`src/pkg/epcl_pkg.sv`:
```
// constants shared by the port configuration loader and its memory
package epcl_pkg;

    // =========================================================
    // configuration word addresses in the external memory
    // =========================================================
    localparam logic [7:0] WADDR_P5 = 8'h6a;      // port 5 slot word
    localparam logic [7:0] WADDR_PB_BASE = 8'h70; // port 0 budget word
    localparam logic [7:0] WADDR_PB_STEP = 8'h02; // one word per port
    localparam int NUM_PORTS = 6;                 // ports 0 to 5

    // =========================================================
    // bit positions inside the port 5 slot word
    // =========================================================
    localparam int W_SLOT = 0;      // slot implemented
    localparam int W_CLK = 1;       // slot clock from connector
    localparam int W_DSI = 2;       // device specific init
    localparam int W_LPVC = 3;      // vc1 in low priority group
    localparam int W_PNUM_LO = 4;   // logical port number, 3 bits
    localparam int W_TC_LO = 9;     // tc to vc0 map, 7 bits

    // =========================================================
    // bit positions inside a power budget word
    // =========================================================
    localparam int W_BASE_LO = 0;   // base power, 8 bits
    localparam int W_SCALE_LO = 8;  // data scale, 2 bits
    localparam int W_PMST_LO = 10;  // power state, 2 bits
    localparam int W_ALLOC = 15;    // system allocated

    // =========================================================
    // field widths
    // =========================================================
    localparam int PNUM_W = 3;
    localparam int TC_W = 7;
    localparam int BASE_W = 8;
    localparam int SCALE_W = 2;
    localparam int PMST_W = 2;
    localparam int PB_W = BASE_W + SCALE_W + PMST_W + 1;

    // stored budget entry layout: {alloc, pmst, scale, base}
    localparam int E_BASE_LO = 0;
    localparam int E_SCALE_LO = 8;
    localparam int E_PMST_LO = 10;
    localparam int E_ALLOC = 12;

    // =========================================================
    // configuration register offsets and destination bits
    // =========================================================
    localparam logic [11:0] OFF_CAP = 12'h0c0;
    localparam logic [11:0] OFF_SLOTCLK = 12'h0d0;
    localparam logic [11:0] OFF_DSI = 12'h040;
    localparam logic [11:0] OFF_LPVC = 12'h144;
    localparam logic [11:0] OFF_PNUM = 12'h0cc;
    localparam logic [11:0] OFF_TCMAP = 12'h154;
    localparam logic [11:0] OFF_PBDATA = 12'h214;
    localparam logic [11:0] OFF_PBCAP = 12'h218;
    localparam int R_SLOT = 24;
    localparam int R_CLK = 28;
    localparam int R_DSI = 21;
    localparam int R_LPVC = 4;
    localparam int R_PNUM_LO = 24;
    localparam int R_TC_LO = 1;
    localparam int R_BASE_LO = 0;
    localparam int R_SCALE_LO = 8;
    localparam int R_PMST_LO = 13;
    localparam int R_ALLOC = 0;

    // =========================================================
    // apb address layout and loader control space
    // =========================================================
    localparam int A_OFF_W = 12;             // paddr[11:0] offset
    localparam int A_PORT_LO = 12;           // paddr[14:12] port
    localparam int A_PORT_W = 3;
    localparam logic [2:0] PORT_GLOBAL = 3'h7;
    localparam logic [11:0] OFF_CTRL = 12'h000;
    localparam logic [11:0] OFF_STAT = 12'h004;
    localparam int CTRL_LOCK = 0;
    localparam int STAT_DONE = 0;
    localparam int STAT_CNT_LO = 8;
    localparam int CNT_W = 8;

endpackage

```
`src/epcl_pbmem.sv`:
```
// small budget word store with a registered read port
`timescale 1ns/1ns
module epcl_pbmem #(
    parameter int WIDTH = 13,
    parameter int DEPTH = 6,
    parameter int AW = 3
) (
    input wire logic clk_sys,
    input wire logic rst,
    input wire logic wr_en,
    input wire logic [AW-1:0] wr_addr,
    input wire logic [WIDTH-1:0] wr_data,
    input wire logic [AW-1:0] rd_addr,
    output logic [WIDTH-1:0] rd_data
);

    // =========================================================
    // state
    // =========================================================
    typedef struct packed {
        logic [DEPTH-1:0][WIDTH-1:0] mem; // one entry per port
        logic [WIDTH-1:0] rdata;          // registered read data
    } epcl_mem_t;

    epcl_mem_t mem_q;
    epcl_mem_t mem_d;

    // next state: write, then look up the read address
    always_comb begin
        mem_d = mem_q;
        if (wr_en) begin
            mem_d.mem[wr_addr] = wr_data;
        end
        // read shows the old word on a same-cycle write
        mem_d.rdata = mem_q.mem[rd_addr];
    end

    // entries are not cleared; the owner tracks which are valid
    always_ff @(posedge clk_sys) begin
        mem_q.mem <= mem_d.mem;
        if (rst) begin
            mem_q.rdata <= '0;
        end else begin
            mem_q.rdata <= mem_d.rdata;
        end
    end

    assign rd_data = mem_q.rdata;

endmodule

```
`src/epcl_loader.sv`:
```
// port configuration loader: scatters memory words into config fields
//
// Local design decisions: the APB slave port and the register addresses.
`timescale 1ns/1ns
module epcl_loader #(
    parameter int NPORT = epcl_pkg::NUM_PORTS,
    parameter logic DEF_SLOT = 1'b0,
    parameter logic DEF_CLK = 1'b0,
    parameter logic DEF_DSI = 1'b0,
    parameter logic DEF_LPVC = 1'b0,
    parameter logic [2:0] DEF_PNUM = 3'h0,
    parameter logic [6:0] DEF_TCMAP = 7'h00,
    parameter logic [12:0] DEF_PB = 13'h0000
) (
    input wire logic clk_sys,
    input wire logic rst,
    // words from the configuration memory reader
    input wire logic cfg_word_valid,
    input wire logic [7:0] cfg_word_addr,
    input wire logic [15:0] cfg_word_data,
    input wire logic cfg_load_end,
    // apb slave
    input wire logic psel,
    input wire logic penable,
    input wire logic pwrite,
    input wire logic [14:0] paddr,
    input wire logic [31:0] pwdata,
    output logic [31:0] prdata,
    output logic pready,
    output logic pslverr,
    // loaded port 5 fields towards its register file
    output logic p5_slot_impl,
    output logic p5_slot_clk,
    output logic p5_dsi_req,
    output logic p5_lpvc_vc1,
    output logic [2:0] p5_port_num,
    output logic [6:0] p5_tc_vc0_map,
    output logic cfg_load_done
);

    localparam int PW = epcl_pkg::A_PORT_W; // port index width

    // =========================================================
    // helpers
    // =========================================================

    // true for the six even budget word addresses
    function automatic logic is_pb_addr(input logic [7:0] a);
        logic [7:0] rel;
        rel = a - epcl_pkg::WADDR_PB_BASE;
        is_pb_addr = (a >= epcl_pkg::WADDR_PB_BASE) && !rel[0] &&
            (rel < 8'(NPORT * epcl_pkg::WADDR_PB_STEP));
    endfunction

    // port number of a budget word address
    function automatic logic [PW-1:0] pb_port(input logic [7:0] a);
        logic [7:0] rel;
        rel = a - epcl_pkg::WADDR_PB_BASE;
        pb_port = rel[PW:1];
    endfunction

    // keeps the memory index inside the array
    function automatic logic [PW-1:0] clamp_port(input logic [PW-1:0] p);
        clamp_port = (p < PW'(NPORT)) ? p : '0;
    endfunction

    // =========================================================
    // state
    // =========================================================
    typedef struct packed {
        logic slot_impl;            // port 5 slot implemented
        logic slot_clk;             // port 5 connector clock
        logic dsi;                  // port 5 init required
        logic lpvc;                 // port 5 vc1 low priority
        logic [2:0] pnum;           // port 5 logical number
        logic [6:0] tcmap;          // port 5 tc to vc0 map
        logic [NPORT-1:0] pb_vld;   // budget word seen per port
        logic done;                 // load sequence finished
        logic lock;                 // software froze the fields
        logic [7:0] wcnt;           // mapped words accepted
        logic rdy;                  // answer prepared
        logic err;                  // answer is an error
        logic [31:0] rdata;         // prepared read data
    } epcl_state_t;

    epcl_state_t st_q;
    epcl_state_t st_d;

    // budget memory ports
    logic mem_we;
    logic [PW-1:0] mem_waddr;
    logic [12:0] mem_wdata;
    logic [PW-1:0] mem_raddr;
    logic [12:0] mem_rdata;

    // apb address split
    logic [PW-1:0] a_port;
    logic [11:0] a_off;
    logic a_cfg;           // address lies in a port's config space
    logic a_pbport;        // port that owns budget registers
    logic [12:0] pb_word;  // budget entry or its default

    assign a_port = paddr[epcl_pkg::A_PORT_LO +: PW];
    assign a_off = paddr[epcl_pkg::A_OFF_W-1:0];
    assign a_cfg = (a_port != epcl_pkg::PORT_GLOBAL);
    assign a_pbport = (a_port < PW'(NPORT));
    // memory reads during setup so data stand in the access phase
    assign mem_raddr = clamp_port(a_port);

    // =========================================================
    // budget word store, one entry per port
    // =========================================================
    epcl_pbmem #(
        .WIDTH(epcl_pkg::PB_W),
        .DEPTH(NPORT),
        .AW(PW)
    ) u_pbmem (
        .clk_sys(clk_sys),
        .rst(rst),
        .wr_en(mem_we),
        .wr_addr(mem_waddr),
        .wr_data(mem_wdata),
        .rd_addr(mem_raddr),
        .rd_data(mem_rdata)
    );

    // unloaded ports answer with the default entry
    always_comb begin
        if (a_pbport && st_q.pb_vld[mem_raddr]) begin
            pb_word = mem_rdata;
        end else begin
            pb_word = DEF_PB;
        end
    end

    // =========================================================
    // next state: word loading and apb answers
    // =========================================================
    always_comb begin
        st_d = st_q;
        mem_we = 1'b0;
        mem_waddr = '0;
        mem_wdata = '0;

        // ---- loading; a lock from software freezes all fields
        if (cfg_word_valid && !st_q.lock) begin
            if (cfg_word_addr == epcl_pkg::WADDR_P5) begin
                // bits 7 and 8 of this word have no home
                st_d.slot_impl = cfg_word_data[epcl_pkg::W_SLOT];
                st_d.slot_clk = cfg_word_data[epcl_pkg::W_CLK];
                st_d.dsi = cfg_word_data[epcl_pkg::W_DSI];
                st_d.lpvc = cfg_word_data[epcl_pkg::W_LPVC];
                st_d.pnum =
                    cfg_word_data[epcl_pkg::W_PNUM_LO +: 3];
                st_d.tcmap =
                    cfg_word_data[epcl_pkg::W_TC_LO +: 7];
                st_d.wcnt = st_q.wcnt + 8'h01;
            end else if (is_pb_addr(cfg_word_addr)) begin
                // bit 12 to 14 of a budget word are dropped
                mem_we = 1'b1;
                mem_waddr = pb_port(cfg_word_addr);
                mem_wdata[epcl_pkg::E_BASE_LO +: epcl_pkg::BASE_W] =
                    cfg_word_data[epcl_pkg::W_BASE_LO +:
                    epcl_pkg::BASE_W];
                mem_wdata[epcl_pkg::E_SCALE_LO +: epcl_pkg::SCALE_W] =
                    cfg_word_data[epcl_pkg::W_SCALE_LO +:
                    epcl_pkg::SCALE_W];
                mem_wdata[epcl_pkg::E_PMST_LO +: epcl_pkg::PMST_W] =
                    cfg_word_data[epcl_pkg::W_PMST_LO +:
                    epcl_pkg::PMST_W];
                mem_wdata[epcl_pkg::E_ALLOC] =
                    cfg_word_data[epcl_pkg::W_ALLOC];
                st_d.pb_vld[pb_port(cfg_word_addr)] = 1'b1;
                st_d.wcnt = st_q.wcnt + 8'h01;
            end
            // any other address is not ours: ignored
        end
        if (cfg_load_end) begin
            st_d.done = 1'b1;
        end

        // ---- apb: prepare the answer in the first access cycle
        if (psel && penable && !st_q.rdy &&
            (!a_cfg || st_q.done)) begin
            // config space stalls until the load has finished
            st_d.rdy = 1'b1;
            st_d.err = 1'b0;
            st_d.rdata = '0;
            if (!a_cfg) begin
                // loader control space
                case (a_off)
                    epcl_pkg::OFF_CTRL: begin
                        st_d.rdata[epcl_pkg::CTRL_LOCK] = st_q.lock;
                    end
                    epcl_pkg::OFF_STAT: begin
                        st_d.err = pwrite; // status is read only
                        st_d.rdata[epcl_pkg::STAT_DONE] = st_q.done;
                        st_d.rdata[epcl_pkg::STAT_CNT_LO +:
                            epcl_pkg::CNT_W] = st_q.wcnt;
                    end
                    default: begin
                        st_d.err = 1'b1;
                    end
                endcase
            end else begin
                // loaded fields are read only to software
                st_d.err = pwrite;
                case (a_off)
                    epcl_pkg::OFF_CAP: begin
                        st_d.err = pwrite || (a_port != 3'h5);
                        st_d.rdata[epcl_pkg::R_SLOT] =
                            st_q.slot_impl;
                    end
                    epcl_pkg::OFF_SLOTCLK: begin
                        st_d.err = pwrite || (a_port != 3'h5);
                        st_d.rdata[epcl_pkg::R_CLK] = st_q.slot_clk;
                    end
                    epcl_pkg::OFF_DSI: begin
                        st_d.err = pwrite || (a_port != 3'h5);
                        st_d.rdata[epcl_pkg::R_DSI] = st_q.dsi;
                    end
                    epcl_pkg::OFF_LPVC: begin
                        st_d.err = pwrite || (a_port != 3'h5);
                        st_d.rdata[epcl_pkg::R_LPVC] = st_q.lpvc;
                    end
                    epcl_pkg::OFF_PNUM: begin
                        st_d.err = pwrite || (a_port != 3'h5);
                        st_d.rdata[epcl_pkg::R_PNUM_LO +:
                            epcl_pkg::PNUM_W] = st_q.pnum;
                    end
                    epcl_pkg::OFF_TCMAP: begin
                        st_d.err = pwrite || (a_port != 3'h5);
                        st_d.rdata[epcl_pkg::R_TC_LO +:
                            epcl_pkg::TC_W] = st_q.tcmap;
                    end
                    epcl_pkg::OFF_PBDATA: begin
                        st_d.err = pwrite || !a_pbport;
                        st_d.rdata[epcl_pkg::R_BASE_LO +:
                            epcl_pkg::BASE_W] =
                            pb_word[epcl_pkg::E_BASE_LO +:
                            epcl_pkg::BASE_W];
                        st_d.rdata[epcl_pkg::R_SCALE_LO +:
                            epcl_pkg::SCALE_W] =
                            pb_word[epcl_pkg::E_SCALE_LO +:
                            epcl_pkg::SCALE_W];
                        st_d.rdata[epcl_pkg::R_PMST_LO +:
                            epcl_pkg::PMST_W] =
                            pb_word[epcl_pkg::E_PMST_LO +:
                            epcl_pkg::PMST_W];
                    end
                    epcl_pkg::OFF_PBCAP: begin
                        st_d.err = pwrite || !a_pbport;
                        st_d.rdata[epcl_pkg::R_ALLOC] =
                            pb_word[epcl_pkg::E_ALLOC];
                    end
                    default: begin
                        st_d.err = 1'b1;
                    end
                endcase
            end
            // an error answer carries no data
            if (st_d.err) begin
                st_d.rdata = '0;
            end
        end

        // ---- apb: completion edge; the only place a write acts
        if (psel && penable && st_q.rdy) begin
            st_d.rdy = 1'b0;
            if (pwrite && !a_cfg && (a_off == epcl_pkg::OFF_CTRL)) begin
                st_d.lock = pwdata[epcl_pkg::CTRL_LOCK];
            end
        end
    end

    // =========================================================
    // state register; unloaded fields start at their defaults
    // =========================================================
    always_ff @(posedge clk_sys) begin
        if (rst) begin
            st_q.slot_impl <= DEF_SLOT;
            st_q.slot_clk <= DEF_CLK;
            st_q.dsi <= DEF_DSI;
            st_q.lpvc <= DEF_LPVC;
            st_q.pnum <= DEF_PNUM;
            st_q.tcmap <= DEF_TCMAP;
            st_q.pb_vld <= '0;
            st_q.done <= 1'b0;
            st_q.lock <= 1'b0;
            st_q.wcnt <= '0;
            st_q.rdy <= 1'b0;
            st_q.err <= 1'b0;
            st_q.rdata <= '0;
        end else begin
            st_q <= st_d;
        end
    end

    // =========================================================
    // outputs
    // =========================================================
    // ready is a handshake term; data come straight from flops
    assign pready = psel && penable && st_q.rdy;
    assign pslverr = pready && st_q.err;
    assign prdata = st_q.rdata;
    assign p5_slot_impl = st_q.slot_impl;
    assign p5_slot_clk = st_q.slot_clk;
    assign p5_dsi_req = st_q.dsi;
    assign p5_lpvc_vc1 = st_q.lpvc;
    assign p5_port_num = st_q.pnum;
    assign p5_tc_vc0_map = st_q.tcmap;
    assign cfg_load_done = st_q.done;

endmodule

```
`config.mk`:
```
export PLATFORM = sky130hd
export DESIGN_NAME = epcl_loader
export DESIGN_NICKNAME = d
export VERILOG_FILES = /design/src/pkg/epcl_pkg.sv /design/src/epcl_pbmem.sv /design/src/epcl_loader.sv
export SDC_FILE = /design/constraint.sdc
export NUM_CORES = 1
export LEC_CHECK = 0
export BUFFER_PORTS_ARGS = -buffer_cell sky130_fd_sc_hd__buf_2
export CAP_MARGIN = 20
export CORE_MARGIN = 5
export CORE_UTILIZATION = 45
export DETAILED_ROUTE_END_ITERATION = 12
export GPL_ROUTABILITY_DRIVEN = 1
export PLACE_DENSITY = 0.67
export SLEW_MARGIN = 10
export SYNTH_ARGS = -nofsm -noshare
export SYNTH_HDL_FRONTEND = slang
export SYNTH_SLANG_ARGS = --single-unit
```
`constraint.sdc`:
```
create_clock -name clk_sys -period 4 [get_ports clk_sys]
set_clock_uncertainty 0.05 [all_clocks]
set_input_delay 0.8 -clock clk_sys [delete_from_list [all_inputs] [get_ports clk_sys]]
set_output_delay 0.8 -clock clk_sys [all_outputs]
set_load 0.02 [all_outputs]
```
==> flow_summary_export.csv <==
group,metric,value,unit
yosys,cell_types_with_the_largest_area_share_after_synthesis,"edfxtp_1, dfxtp_1, mux2_2",
worst_setup_path,r2r-end,"u_pbmem.mem_q[78]",
floorplanning,start_util,45.35,%
placed_design,detailedPlacementHpwl,10.28,mm
clock_network,max-clock-path-buffers,2,
yosys,postSynthRegisterBits,144,
sta,tightestPinTransition,0.9114,ns
worst_setup_path,path_cells,"buf_2 > nand3_1 > or4_1 > a211oi_2 > nand4_1 > a21oi_1",
worst_setup_path,worst_flop_to_flop_path_startpoint,"st_q[42]",
worst_setup_path,timing.critical_path.from_type,"primary input",
worst_setup_path,critical_path.startpoint,"paddr[14]",
worst_setup_path,path_class,"primary input to flip-flop",
clock_network,tritoncts,"done",
yosys,synth_edf_count,78,
yosys,synth_cells,535,
floorplanning,die_x,130.3,µm
floorplanning,floorplan.core_area,0.01437,mm²
pwr,p_leak,0.002661,µW
yosys,primary_flip_flop_cell_chosen_by_synthesis_mapping,"edfxtp_1",
route,drtIter0Drc,319,
route,via_count,4426,
worst_setup_path,cp_data_arrival_time,3.03,ns
sta,setup_viol,0,
global_routing,globalRouteOverflowTotal,0,
worst_setup_path,r2r.worst_path.cells,6,
global_routing,groute.usage.overall,17.84,%
worst_setup_path,critPathSlowestCell,"a211oi_2",
run,drv.max_cap_violation_count,0,
cells_and_area,fin_cells,785,
sta,timing.setup.tns,0,ns
worst_setup_path,endpoint_kind,"flip-flop",
floorplanning,die_footprint,0.01699,mm²
worst_setup_path,critPathMaxFanout,21,
cells_and_area,area_delta_synth_final,14.36,%
yosys,netlist-cell-type-count,59,
cells_and_area,antenna_cells,0,
global_routing,first_global_vias,4304,
yosys,syn_area_per_cell,12.18,µm²
route,routed_via_density,5.638,
sta,rsz0062_at_grt,"false",
worst_hold_path,worstHoldStart,"prdata[26]",
worst_setup_path,reg2reg_slack,1.59,ns
yosys,async_reset_ff_share,0,%
clock_network,hold_buffers,0,
sta,fin_crit_sh,68.45,%
clock_network,cts_setup_buffers,0,
global_routing,grt_pass1_wl,23.14,mm
worst_setup_path,critical-path-max-stage-delay,0.58,ns
placed_design,numPortBuffers,84,
sta,fmax,365.2,MHz
sta,final_max_slew_violation_count,0,
run_status,result_of_the_run,"completed",
sta,relSlewSlack,38.68,%
global_routing,largest_net_degree_at_the_start_of_global_routing,32,
cells_and_area,final_cell_mix,"buf_2, edfxtp_1, dfxtp_1",
worst_hold_path,worst_hold_path.num_cells,2,
route,route.detailed.drc,0,
cells_and_area,utilization,51.86,%
clock_network,post_cts_resized,0,
cells_and_area,drive_gt1_share,30.45,%
global_routing,grt_antenna_before_repair,0,
sta,finalHoldWorstSlack,0.4024,ns
sta,finalCriticalPeriod,2.738,ns
cells_and_area,finalNetCount,667,
clock_network,cts-htree-levels,4,
floorplanning,core.rowCount,44,
worst_hold_path,min_to,"prdata[26]",
worst_setup_path,cp_data_required_time,4.29,ns
cells_and_area,mostFrequentLayoutCell,"buf_2",
route,detail_route.wl_per_cell,19.47,µm
yosys,synth.yosys.warnings,0,
clock_network,cts_buffers,17,
yosys,synth_seq_area_share,56.22,%
cells_and_area,nFillCells,1195,
placed_design,rd_place_congestion,0.8161,
clock_network,clk_root_buffer_cell,"clkbuf_16",
clock_network,cts_num_sinks,144,
floorplanning,io_pins,127,
sta,finalWorstSetupSlack,1.262,ns
worst_hold_path,timing.hold.worst.class,"flip-flop to flip-flop",
sta,final-hold-violation-count,0,
placed_design,post-place-cells,753,
placed_design,pre_cts_slack,0.8691,ns
yosys,netlist.top_cell.by_area,"edfxtp_1",
pwr,ir_worst_vdd,286.1,µV
route,drt-pass1-iter-count,5,
route,routed_wl,15.29,mm
floorplanning,die_h,130.3,µm
route,ant_nets,0,
yosys,synth_top_cell_area_share,35.94,%
clock_network,clk_transition_reported_paths,0.06,ns
clock_network,clk-insertion-delay-late,0.41,ns
yosys,synth_area,0.006516,mm²
pwr,power-per-cell-area,435.1,mW/mm²
## per-stage QoR
stage	total power, µW	instance area, µm²
6_report	3243	7452
3_5_place_dp	1740	6859
4_1_cts	3257	7452
3_3_place_gp	1736	6859
5_1_grt	3337	7452
2_1_floorplan	1687	6554
## sequential cells by signal, indices dropped and copies added, names as in the netlist
register,flops
p5_tc_vc0_map,7
p5_slot_clk,1
cfg_load_done,1
p5_lpvc_vc1,1
p5_port_num,3
p5_slot_impl,1
p5_dsi_req,1
st_q,17
prdata,21
u_pbmem.mem_q,78
u_pbmem.rd_data,13
## kinds of logic (layout without fill, tap and decap cells)
family                     Yosys count  in the layout  synth area share (%)
DFF                                144            144                 56.22
buffers and inverters               81            137                 7.565
and+or+nand+nor                    127            127                 10.71
adders and majority gates            1              1                0.1920
xor gates and xnor gates             8              8                 1.075
AOI/OAI and AO/OA                  100            100                 12.19
other                                1             11               0.05755
muxes                               73             73                 11.98
## worst max path at each step
stage | to | slack, ns | cells past startpoint
6_report | prdata[10] | 1.26 | 6
3_5_place_dp | prdata[10] | 0.87 | 6
5_1_grt | prdata[11] | 1.11 | 6
3_3_place_gp | st_q[32] | 0.93 | 6
2_1_floorplan | u_pbmem.mem_q[65] | 0.75 | 4
4_1_cts | prdata[10] | 1.31 | 6
## synthesized netlist by cell type, drive strengths merged, types with 3 or more instances
cell     number
nand4        14
mux2         40
nand2b        3
xor2          7
o21ai         6
nor4          5
and3          5
nand2        20
and2         18
a32o          6
o221ai       18
or4           3
nor3          6
inv           8
nand3         5
nor2         30
a22o         15
clkbuf       20
a2111oi       4
a211oi        6
edfxtp       78
mux2i        33
buf          53
dfxtp        66
o21a          6
or2           3
a21oi        29
## report_power, final
part | switching, µW | internal, µW | total [µW]
clock | 618 | 914 | 1530
sequential | 4.79 | 1550 | 1560
combinational | 101 | 50.0 | 151
## cell type report
| cell class | count | area (µm²) | area share (%) |
|---|---|---|---|
| flip-flops and latches | 144 | 3664 | 49.16 |
| multi-input cells | 320 | 2417 | 32.44 |
| repair buffers | 97 | 518.0 | 6.951 |
| clock buffers | 20 | 500.5 | 6.716 |
| well taps | 184 | 230.2 | 3.089 |
| clock inverters | 12 | 92.59 | 1.242 |
| inverters | 8 | 30.03 | 0.4030 |
## routing by layer
layer	global-route usage, %	share of wire, %
met5	0	0
met4	5.263	1.4
met3	3.766	6.2
met2	30.57	49
met1	22.85	43
## critical path: cells and delay by family
kind | cells | cell delay, ns
AND/OR/NAND/NOR | 3 | 0.97
AO/OA/AOI/OAI | 2 | 0.75
buffers and inverters | 1 | 0.50
No activity file was read; power rests on OpenSTA's default activity.
